==> src/bfl_pkg.sv <==
package bfl_pkg;

    // ------------------------------------------------------------
    // Lock field encodings (1 = unprogrammed, 0 = programmed)
    // ------------------------------------------------------------
    localparam logic [1:0] BFL_LOCK_MODE1 = 2'h3;
    localparam logic [1:0] BFL_LOCK_MODE2 = 2'h2;
    localparam logic [1:0] BFL_LOCK_MODE3 = 2'h0;
    localparam logic [1:0] BFL_LOCK_MODE4 = 2'h1;
    localparam logic [1:0] BFL_LOCK_RESET = 2'h3;

    // ------------------------------------------------------------
    // Address layout
    // ------------------------------------------------------------
    localparam int BFL_PC_WIDTH = 15;
    localparam int BFL_PAGE_WORD_BITS = 7;
    localparam int BFL_BOOT_START_DEFAULT = 16'h7000;
    localparam logic [7:0] BFL_EXT_RESET = 8'h00;
    localparam logic [23:0] BFL_APP_RESET_VECTOR = 24'h000000;

    // ------------------------------------------------------------
    // Lock write data layout
    // ------------------------------------------------------------
    localparam int BFL_LOCKDATA_APP_LO = 2;
    localparam int BFL_LOCKDATA_BOOT_LO = 4;

    // ------------------------------------------------------------
    // Operation state
    // ------------------------------------------------------------
    typedef enum logic [2:0] {
        BFL_ST_IDLE = 3'b001,
        BFL_ST_STORE = 3'b010,
        BFL_ST_LOAD = 3'b100
    } bfl_state_t;

endpackage : bfl_pkg

==> src/bfl_lock_bits.sv <==
`timescale 1ns/1ps
module bfl_lock_bits (
    // Clock and reset
    input wire logic clk_sys,
    input wire logic rst,
    // Chip erase and external programming
    input wire logic chip_erase,
    input wire logic ext_prog_we,
    input wire logic [1:0] ext_prog_data,
    // Software programming
    input wire logic sw_prog_we,
    input wire logic [1:0] sw_prog_data,
    // Current field
    output logic [1:0] lock_q
);
    import bfl_pkg::*;

    // ------------------------------------------------------------
    // Lock field
    // ------------------------------------------------------------
    // Bits only go from 1 to 0; erase alone restores them.
    // Reset does not touch the field because it models nonvolatile bits.
    logic [1:0] field_q = BFL_LOCK_RESET;

    always_ff @(posedge clk_sys) begin
        if (chip_erase) begin
            field_q <= BFL_LOCK_RESET;
        end else if (ext_prog_we) begin
            field_q <= field_q & ext_prog_data;
        end else if (sw_prog_we) begin
            field_q <= field_q & sw_prog_data;
        end
    end

    assign lock_q = field_q;

endmodule : bfl_lock_bits

==> src/bfl_addr_split.sv <==
`timescale 1ns/1ps
module bfl_addr_split #(
    parameter int PC_WIDTH = 15,
    parameter int WORD_BITS = 7
) (
    // Byte address from pointer
    input wire logic [23:0] byte_addr,
    // Split result
    output logic [PC_WIDTH-1:0] word_addr,
    output logic [PC_WIDTH-WORD_BITS-1:0] page_addr,
    output logic [WORD_BITS-1:0] word_in_page,
    output logic byte_sel
);
    assign word_addr = byte_addr[PC_WIDTH:1];
    assign page_addr = byte_addr[PC_WIDTH:WORD_BITS+1];
    assign word_in_page = byte_addr[WORD_BITS:1];
    assign byte_sel = byte_addr[0];
endmodule : bfl_addr_split

==> src/bfl_boot_flash_lock.sv <==
`timescale 1ns/1ps
// How it works
// - Application and boot lock fields are separate and change independently.
// - Software or programmer may clear lock bits; only chip erase sets them.
// - General write lock never blocks program-memory stores.
// - General read/write lock never blocks program-memory loads or stores.
// - Application mode 1 leaves application stores and loads unrestricted.
// - Application mode 2 blocks stores to application, loads still allowed.
// - Application mode 3 blocks stores and boot-code loads of application.
// - Application mode 4 allows stores, blocks boot-code loads of application.
// - App modes 3, 4 with boot vectors mask interrupts in application.
// - Boot mode 1 leaves boot section stores and loads unrestricted.
// - Boot mode 2 blocks stores into the boot section.
// - Boot mode 3 blocks stores and application-code loads of boot.
// - Boot mode 4 allows stores, blocks application-code loads of boot.
// - Boot modes 3, 4 with application vectors mask interrupts in boot.
// - Unprogrammed boot-reset fuse starts execution at word zero.
// - Programmed boot-reset fuse starts execution at boot section start.
// - Fuses change only through the external programming port.
// - Address is pointer bytes plus optional upper extension byte.
// - Low address bits select word in page, high bits select page.
// - Stores latch their own page address along with word and offset.
// - Store target address and load byte select are latched when an operation starts.
// - Loads address bytes; pointer bit zero picks low or high byte.
// - Stores issued from application code are ignored.
module bfl_boot_flash_lock #(
    parameter int PC_WIDTH = bfl_pkg::BFL_PC_WIDTH,
    parameter int WORD_BITS = bfl_pkg::BFL_PAGE_WORD_BITS,
    parameter bit HAS_EXT_BYTE = 1'b0,
    parameter logic [PC_WIDTH-1:0] BOOT_START =
        PC_WIDTH'(bfl_pkg::BFL_BOOT_START_DEFAULT)
) (
    // Clock and reset
    input wire logic clk_sys,
    input wire logic rst,
    // External programming port
    input wire logic chip_erase,
    input wire logic ext_lock_we,
    input wire logic [1:0] ext_app_lock,
    input wire logic [1:0] ext_boot_lock,
    input wire logic ext_fuse_we,
    input wire logic ext_fuse_val,
    // Core status
    input wire logic [PC_WIDTH-1:0] exec_pc,
    input wire logic vectors_in_boot,
    input wire logic irq_enable_core,
    // Pointer registers
    input wire logic [7:0] pointer_low_byte,
    input wire logic [7:0] pointer_high_byte,
    input wire logic ext_byte_we,
    input wire logic [7:0] ext_byte_wdata,
    // Store and load requests
    input wire logic store_req,
    input wire logic store_is_lock_set,
    input wire logic [7:0] store_lock_data,
    input wire logic load_req,
    // Flash side
    input wire logic [15:0] flash_rdata,
    output logic flash_store_go,
    output logic [PC_WIDTH-1:0] flash_store_word,
    output logic [PC_WIDTH-WORD_BITS-1:0] flash_store_page,
    output logic [WORD_BITS-1:0] flash_store_offset,
    // Results
    output logic [7:0] load_data,
    output logic load_valid,
    output logic access_blocked,
    output logic irq_allowed,
    output logic [PC_WIDTH-1:0] reset_vector,
    output logic [7:0] extended_pointer_page_byte,
    output logic [1:0] app_lock_q,
    output logic [1:0] boot_lock_q
);
    import bfl_pkg::*;

    // ------------------------------------------------------------
    // Decode helpers
    // ------------------------------------------------------------
    function automatic logic in_boot(input logic [PC_WIDTH-1:0] a);
        in_boot = (a >= BOOT_START);
    endfunction : in_boot

    function automatic logic store_locked(input logic [1:0] m);
        store_locked = (m == BFL_LOCK_MODE2) || (m == BFL_LOCK_MODE3);
    endfunction : store_locked

    function automatic logic load_locked(input logic [1:0] m);
        load_locked = (m == BFL_LOCK_MODE3) || (m == BFL_LOCK_MODE4);
    endfunction : load_locked

    // ------------------------------------------------------------
    // Lock fields and fuse
    // ------------------------------------------------------------
    logic sw_lock_we;
    logic [1:0] app_lock;
    logic [1:0] boot_lock;
    logic boot_reset_select_fuse = 1'b1;
    logic [PC_WIDTH-1:0] reset_vec_d;

    bfl_lock_bits u_app_lock (
        .clk_sys(clk_sys),
        .rst(rst),
        .chip_erase(chip_erase),
        .ext_prog_we(ext_lock_we),
        .ext_prog_data(ext_app_lock),
        .sw_prog_we(sw_lock_we),
        .sw_prog_data(store_lock_data[BFL_LOCKDATA_APP_LO +: 2]),
        .lock_q(app_lock)
    );

    bfl_lock_bits u_boot_lock (
        .clk_sys(clk_sys),
        .rst(rst),
        .chip_erase(chip_erase),
        .ext_prog_we(ext_lock_we),
        .ext_prog_data(ext_boot_lock),
        .sw_prog_we(sw_lock_we),
        .sw_prog_data(store_lock_data[BFL_LOCKDATA_BOOT_LO +: 2]),
        .lock_q(boot_lock)
    );

    always_ff @(posedge clk_sys) begin
        if (ext_fuse_we) begin
            boot_reset_select_fuse <= ext_fuse_val;
        end
    end

    // The fuse powers up unprogrammed and reset never touches it,
    // because it stands for a nonvolatile cell.

    assign reset_vec_d = boot_reset_select_fuse ?
        BFL_APP_RESET_VECTOR[PC_WIDTH-1:0] : BOOT_START;

    always_ff @(posedge clk_sys) begin
        reset_vector <= reset_vec_d;
        app_lock_q <= app_lock;
        boot_lock_q <= boot_lock;
    end

    // ------------------------------------------------------------
    // Address formation
    // ------------------------------------------------------------
    logic [7:0] ext_byte;
    logic [23:0] ptr_addr;
    logic [PC_WIDTH-1:0] tgt_word;
    logic [PC_WIDTH-WORD_BITS-1:0] tgt_page;
    logic [WORD_BITS-1:0] tgt_offset;
    logic tgt_byte_sel;

    always_ff @(posedge clk_sys) begin
        if (rst) begin
            extended_pointer_page_byte <= BFL_EXT_RESET;
        end else if (ext_byte_we && HAS_EXT_BYTE) begin
            extended_pointer_page_byte <= ext_byte_wdata;
        end
    end

    assign ext_byte = HAS_EXT_BYTE ? extended_pointer_page_byte : 8'h00;
    assign ptr_addr = {ext_byte, pointer_high_byte, pointer_low_byte};

    bfl_addr_split #(
        .PC_WIDTH(PC_WIDTH),
        .WORD_BITS(WORD_BITS)
    ) u_split (
        .byte_addr(ptr_addr),
        .word_addr(tgt_word),
        .page_addr(tgt_page),
        .word_in_page(tgt_offset),
        .byte_sel(tgt_byte_sel)
    );

    // ------------------------------------------------------------
    // Access checks
    // ------------------------------------------------------------
    logic exec_boot;
    logic tgt_boot;
    logic store_ok;
    logic load_ok;
    logic [1:0] tgt_lock;
    // Declared here because the lock-set strobe needs the idle test.
    bfl_state_t state_q;

    assign exec_boot = in_boot(exec_pc);
    assign tgt_boot = in_boot(tgt_word);
    assign tgt_lock = tgt_boot ? boot_lock : app_lock;

    assign store_ok = exec_boot && !store_locked(tgt_lock);
    assign load_ok = (exec_boot == tgt_boot) || !load_locked(tgt_lock);
    assign sw_lock_we = store_req && store_is_lock_set && exec_boot &&
        (state_q == BFL_ST_IDLE);

    // ------------------------------------------------------------
    // Operation sequencing
    // ------------------------------------------------------------
    logic load_sel_q;

    always_ff @(posedge clk_sys) begin
        if (rst) begin
            state_q <= BFL_ST_IDLE;
        end else begin
            case (state_q)
                BFL_ST_IDLE: begin
                    if (store_req && !store_is_lock_set && store_ok) begin
                        state_q <= BFL_ST_STORE;
                    end else if (load_req && load_ok) begin
                        state_q <= BFL_ST_LOAD;
                    end
                end
                default: begin
                    state_q <= BFL_ST_IDLE;
                end
            endcase
        end
    end

    always_ff @(posedge clk_sys) begin
        if (rst) begin
            flash_store_go <= 1'b0;
            flash_store_word <= '0;
            flash_store_page <= '0;
            flash_store_offset <= '0;
        end else begin
            flash_store_go <= 1'b0;
            if (state_q == BFL_ST_IDLE && store_req && !store_is_lock_set &&
                store_ok) begin
                flash_store_go <= 1'b1;
                flash_store_word <= tgt_word;
                flash_store_page <= tgt_page;
                flash_store_offset <= tgt_offset;
            end
        end
    end

    always_ff @(posedge clk_sys) begin
        if (rst) begin
            load_sel_q <= 1'b0;
        end else if (state_q == BFL_ST_IDLE && load_req) begin
            load_sel_q <= tgt_byte_sel;
        end
    end

    // The flash answers one cycle after the load is taken.
    always_ff @(posedge clk_sys) begin
        if (rst) begin
            load_valid <= 1'b0;
            load_data <= 8'h00;
        end else begin
            load_valid <= (state_q == BFL_ST_LOAD);
            if (state_q == BFL_ST_LOAD) begin
                load_data <= load_sel_q ? flash_rdata[15:8] : flash_rdata[7:0];
            end
        end
    end

    always_ff @(posedge clk_sys) begin
        if (rst) begin
            access_blocked <= 1'b0;
        end else begin
            access_blocked <= (state_q == BFL_ST_IDLE) &&
                ((store_req && !store_is_lock_set && !store_ok) ||
                 (!store_req && load_req && !load_ok));
        end
    end

    // ------------------------------------------------------------
    // Interrupt gating
    // ------------------------------------------------------------
    // app and boot section masks
    always_ff @(posedge clk_sys) begin
        if (rst) begin
            irq_allowed <= 1'b0;
        end else begin
            irq_allowed <= irq_enable_core &&
                !(vectors_in_boot && !exec_boot && load_locked(app_lock)) &&
                !(!vectors_in_boot && exec_boot && load_locked(boot_lock));
        end
    end

endmodule : bfl_boot_flash_lock

==> config.mk <==
export PLATFORM = sky130hd
export DESIGN_NAME = bfl_boot_flash_lock
export DESIGN_NICKNAME = d
export VERILOG_FILES = /design/src/bfl_pkg.sv /design/src/bfl_lock_bits.sv /design/src/bfl_addr_split.sv /design/src/bfl_boot_flash_lock.sv
export SDC_FILE = /design/constraint.sdc
export NUM_CORES = 1
export LEC_CHECK = 0
export ABC_AREA = 1
export BUFFER_PORTS_ARGS = -buffer_cell sky130_fd_sc_hd__clkbuf_2
export CORE_AREA = 4 4 84 86
export CTS_CLUSTER_DIAMETER = 100
export DETAILED_ROUTE_END_ITERATION = 10
export DIE_AREA = 0 0 88 90
export PLACE_DENSITY = 0.84
export SLEW_MARGIN = 20
export SYNTH_ARGS = -nofsm -noshare
export SYNTH_HDL_FRONTEND = slang
export SYNTH_HIERARCHICAL = 1
export SYNTH_SLANG_ARGS = --single-unit
==> constraint.sdc <==
create_clock -name clk_sys -period 1.6 [get_ports clk_sys]
set_input_delay 0.08 -clock clk_sys [delete_from_list [all_inputs] [get_ports clk_sys]]
set_output_delay 0.08 -clock clk_sys [all_outputs]
set_load 0.01 [all_outputs]
# [After elaboration in Yosys (flattened, before gate mapping)]
# Cells that the tools add are included.
[totals] register_bits=70 latchBits=0 mem_bits_rw=0 mem_bits_ro=0 in_bits=79 out_inout_bits=69 word_cells=85 mem_count=0
[op_classes] addsub=0 multipliers=0 div=0 n_lt_le_gt_ge=2 n_eq_ne=7 shift=0 muxes=10 bitwise_logic=5 reduce_logical=44
[ops] op=">= comparator 15 bit, second input constant" count=2
[ops] op="logical AND 1 bit" count=21
[ops] op="2-to-1 mux 15 bit" count=1
[ops] op="2-to-1 mux 2 bit" count=7
[ops] op="zero test 1 bit" count=10
[ops] op="bitwise AND 2 bit" count=4
[ops] op="2-to-1 mux 8 bit" count=1
[ops] op="equality test 2 x 1 -> 1 bit, second input constant" count=3
[ops] op="zero test 2 bit" count=3
[ops] op="logical OR 1 bit" count=6
[ops] op="nonzero test 2 bit" count=2
[ops] op="equality test 3 x 1 -> 1 bit, second input constant" count=1
[ops] op="equality test 3 bit, second input constant" count=1
[ops] op="OR reduction 3 bit" count=1
[ops] op="equality test 2 bit, second input constant" count=1
[ops] op="OR reduction 2 bit" count=1
[ops] op="equality test 1 bit" count=1
[ops] op="2-to-1 mux 1 bit" count=1
[ops] op="NOT 1 bit" count=1

# [Logic depth before layout (Yosys ltp)]
[logic_depth] ltp_word=10 mapped_depth=9 mapped_depth_nobuf=7

# [Modules after synthesis]
# Netlist, hierarchy kept.
[modules_own_cells] mod="bfl_boot_flash_lock" n_inst=1 cells_per_inst=260 area_per_inst_um2=2087.0
[modules_own_cells] mod="bfl_addr_split" n_inst=1 cells_per_inst=31 area_per_inst_um2=232.7
[modules_own_cells] mod="bfl_lock_bits" n_inst=2 cells_per_inst=16 area_per_inst_um2=102.6

# [Least setup slack after synthesis]
# Ideal clock, no wire load.
[synth_path] path_kind="register to register" from="register state_q[0]" to="register u_app_lock.field_q[0] (netlist: u_app_lock/lock_q[0])" setup_ns=0.112 t_arrival_ns=1.060 path_slack_ns=0.428 path_stages_with_launch=6 path_cell_list="dfxtp_1 nand3_1 nor4_1 nand3b_1 nand2_1 nand2_1"
[synth_via] elab_chain_len=3
[synth_lines] item="start, declared" line="bfl_boot_flash_lock.sv:180" rtl="bfl_state_t state_q;"
[synth_lines] item="start signal, assigned" line="bfl_boot_flash_lock.sv:198" rtl="state_q <= BFL_ST_IDLE;"
[synth_lines] item="start signal, assigned" line="bfl_boot_flash_lock.sv:203" rtl="state_q <= BFL_ST_STORE;"
[synth_lines] item="start signal, assigned" line="bfl_boot_flash_lock.sv:205" rtl="state_q <= BFL_ST_LOAD;"
[synth_lines] item="equality test 3 x 1 -> 1 bit" line="bfl_boot_flash_lock.sv:189" rtl="(state_q == BFL_ST_IDLE);"
[synth_lines] item="logical AND 1 bit" line="bfl_boot_flash_lock.sv:188" rtl="assign sw_lock_we = store_req && store_is_lock_set && exec_boot &&"
[synth_lines] item="named net sw_lock_we" line="bfl_boot_flash_lock.sv:93" rtl="logic sw_lock_we;"
[synth_lines] item="nonzero test 2 bit (no line)"
[synth_lines] item="end signal, assigned" line="bfl_lock_bits.sv:29" rtl="field_q <= field_q & ext_prog_data;"
[synth_lines] item="end signal, assigned" line="bfl_lock_bits.sv:31" rtl="field_q <= field_q & sw_prog_data;"
[synth_lines] item="end, declared" line="bfl_lock_bits.sv:23" rtl="logic [1:0] field_q = BFL_LOCK_RESET;"
# The timed path passes the listed nets, and every way through them passes these cells.
# A chain may end at the register's enable or synchronous reset.

# [Final worst setup path]
[layout_path] from="register state_q[0]" to="register flash_store_word[2]"
[layout_via] elab_chain_len=4
[layout_lines] item="equality test 3 x 1 -> 1 bit" line="bfl_boot_flash_lock.sv:223" rtl="if (state_q == BFL_ST_IDLE && store_req && !store_is_lock_set &&"
[layout_lines] item="logical AND 1 bit (3 in series)" line="bfl_boot_flash_lock.sv:223"
[layout_lines] item="end signal, assigned" line="bfl_boot_flash_lock.sv:226" rtl="flash_store_word <= tgt_word;"
[layout_lines] item="end, declared" line="bfl_boot_flash_lock.sv:60" rtl="output logic [PC_WIDTH-1:0] flash_store_word,"
# No other way between the ends.

==> impl_metrics.json <==
{
  "status": "completed",
  "wl_per_cell_um": 12.1,
  "fillCellCount": 621,
  "max_cap_violations": 0,
  "grt_pass1_wl_um": 9260,
  "cp_cell_sequence": "nand3_1 > nor3_4 > nand2_1 > buf_4 > nand2_1 > a21oi_1",
  "viasPerCell": 4.67,
  "overflow": 0,
  "p_per_area_mw_per_mm2": 937,
  "ys_seq_area_share_pct": 44.8,
  "start_kind": "register",
  "grt_pass1_vias": 2035,
  "area_growth_pct": 18.1,
  "vias": 2208,
  "pre_cts_slack_ns": 0.249,
  "fp.dieW_um": 88,
  "initial_utilization_pct": 40.2,
  "drtPass1Iterations": 4,
  "final_cells": 473,
  "synth_area_mm2": 0.00252,
  "crit_path_max_fanout": 30,
  "total_leakage_power_nw": 1.45,
  "clockBufferDepth": 2,
  "postLayoutSetupSlackWorst_ns": 0.242,
  "drtAntennaViolNets": 0,
  "fmaxAchievable_mhz": 737,
  "syn_inst": 323,
  "fp-row-count": 29,
  "avgSynthCellArea_um2": 7.82,
  "clkTransAtPathRegs_ns": 0.09,
  "antenna_found_initial": 0,
  "antenna_cells": 0,
  "drc_errors": 0,
  "globalplace.congestion": 0.739,
  "drive_gt1_share_pct": 30.1,
  "ioPinCount": 148,
  "synth_ff_type": "dfxtp_1",
  "crit_type": "reg2reg",
  "final-hold-violation-count": 0,
  "placed_cells": 458,
  "rsz0062_at_grt": "false",
  "crit_buf_inv": 1,
  "slew_violations": 0,
  "cp_slowest_cell": "dfxtp_1",
  "cts.sinks": 56,
  "dp_hpwl_um": 4260,
  "hold_slack_ns": 0.0124,
  "synth.distinct_cells": 23,
  "post_cts_resized": 0,
  "end_kind": "register",
  "root_buffer": "clkbuf_8",
  "power_w": 0.00279,
  "synth-edff-count": 1,
  "finalSetupViolations": 0,
  "synth-warning-count": 6,
  "ctsHtreeMaxLevel": 2,
  "critical_path_required_ns": 1.78,
  "drtIter0Drc": 56,
  "grt_max_degree": 31,
  "cp_common_cell": "nand2_1",
  "finalWorstPathRequiredPeriod_ns": 1.36,
  "clk_latency_ns": 0.30,
  "ir_drop_uv": 420,
  "cts_tree": "built",
  "routed_wirelength_um": 5720,
  "nNetsFinal": 474,
  "synth-seq-cells": 56,
  "period_share_pct": 84.9,
  "critPathTopFamily": "simple AND/OR/NAND/NOR gates",
  "hold_class": "in2reg",
  "cts_buffers": 5,
  "cts_setup_buffers": 0,
  "dieArea_mm2": 0.00792,
  "core_mm2": 0.00628,
  "fin_setup_tns_ns": 0,
  "skew_ns": 0.00345,
  "cp_slowest_stage_delay_ns": 0.38,
  "cp.arrival_ns": 1.54,
  "grt_use_total_pct": 14.6,
  "die_height_um": 90,
  "port_buffers": 102,
  "synth-async-reset-ratio_pct": 0
}
==> worst min-delay path, delay by kind of cell <==
kind,cells,cell delay [ns]
buffers and inverters,1,0.08
AO/OA/AOI/OAI,1,0.07
AND/OR/NAND/NOR,1,0.05
==> worst paths after layout <==
check / start / end / slack (ns) / cells after the start
setup reg to reg: state_q[0]$_SDFFE_PP1P_ / flash_store_word[2]$_SDFFE_PP0P_ / 0.24 / 6
hold / removal: flash_rdata[4] / load_data[4]$_SDFFE_PP0P_ / 0.01 / 3
setup / recovery: state_q[0]$_SDFFE_PP1P_ / flash_store_word[2]$_SDFFE_PP0P_ / 0.24 / 6
hold reg to reg: u_app_lock/lock_q[1]$_SDFFE_PP1P_ / app_lock_q[1]$_DFF_P_ / 0.38 / 0
==> sequential cells by signal (all words and copies together), names as in the netlist <==
name,cells
flash_store_go,1
access_blocked,1
boot_reset_select_fuse,1
flash_store_word,15
load_sel_q,1
flash_store_offset,7
state_q,3
reset_vector,1
irq_allowed,1
boot_lock_q,2
load_valid,1
u_boot_lock/lock_q,2
load_data,8
u_app_lock/lock_q,2
app_lock_q,2
flash_store_page,8
==> final cells by class <==
class	instances	area, µm²	share of cell area (%)
multi-input cells	192	900	30.2
clock buffers	7	96.3	3.23
inverters	26	97.6	3.27
flip-flops and latches	56	1130	37.9
repair buffers	114	631	21.1
well taps	77	96.3	3.23
clock inverters	1	30.0	1.01
==> routing by layer <==
metal | share of wire, % | GRT usage [%] | vias to the layer above
met5 | 0 | 0 | -
met4 | 0.89 | 4.22 | 0
met3 | 8.4 | 4.57 | 10
met2 | 51 | 27.2 | 93
met1 | 40 | 15.3 | 983
li1 | - | - | 1122
==> through the flow <==
step | utilization [%] | cell area (µm²)
finish | 47.5 | 2980
global placement | 44.4 | 2790
detailed placement | 44.4 | 2790
global route | 47.5 | 2980
floorplan | - | 2600
CTS | 47.5 | 2980
==> cells in the final DEF, fill, tap and decap left out, types with 4 or more instances in the layout <==
| master | count |
|---|---|
| inv_1 | 24 |
| conb_1 | 20 |
| nand3b_1 | 5 |
| o21ai_0 | 10 |
| clkbuf_8 | 7 |
| buf_4 | 4 |
| a31oi_1 | 8 |
| clkbuf_2 | 102 |
| nor2_1 | 5 |
| dfxtp_1 | 55 |
| a21oi_1 | 37 |
| nand2_1 | 62 |
| nand3_1 | 38 |
| dlygate4sd3_1 | 7 |
==> repair_timing <==
action,CTS,global route
hold buffers,7,0
endpoints found under the setup margin,0,0
endpoints found under the hold margin,9,0
==> cell families (layout without fill, tap and decap cells) <==
| family | count (synthesis) | count (layout) | share of synthesized area (%) |
|---|---|---|---|
| AOI/OAI and AO/OA | 56 | 56 | 11.6 |
| and+or+nand+nor | 116 | 116 | 20.8 |
| DFF | 56 | 56 | 44.8 |
| buffers and inverters | 94 | 148 | 22.6 |
| other | 1 | 20 | 0.149 |
==> report_power, final <==
part | internal [W] | leakage (nW) | switching (W)
logic | 0.000135 | 0.933 | 0.000199
registers | 0.00144 | 0.457 | 0.0000295
clock network | 0.000553 | 0.0645 | 0.000434
==> synthesized netlist by cell type (5+ instances only) <==
cell | instances | area, µm²
inv_1 | 24 | 90.1
a31oi_1 | 8 | 50.1
dfxtp_1 | 55 | 1100
clkbuf_1 | 5 | 18.8
nand2_1 | 62 | 233
nor2_1 | 5 | 18.8
buf_2 | 7 | 35.0
a21oi_1 | 37 | 185
nand3b_1 | 5 | 37.5
buf_4 | 56 | 420
o21ai_0 | 10 | 50.1
nand3_1 | 38 | 190
No activity file was read; power rests on OpenSTA's default activity.
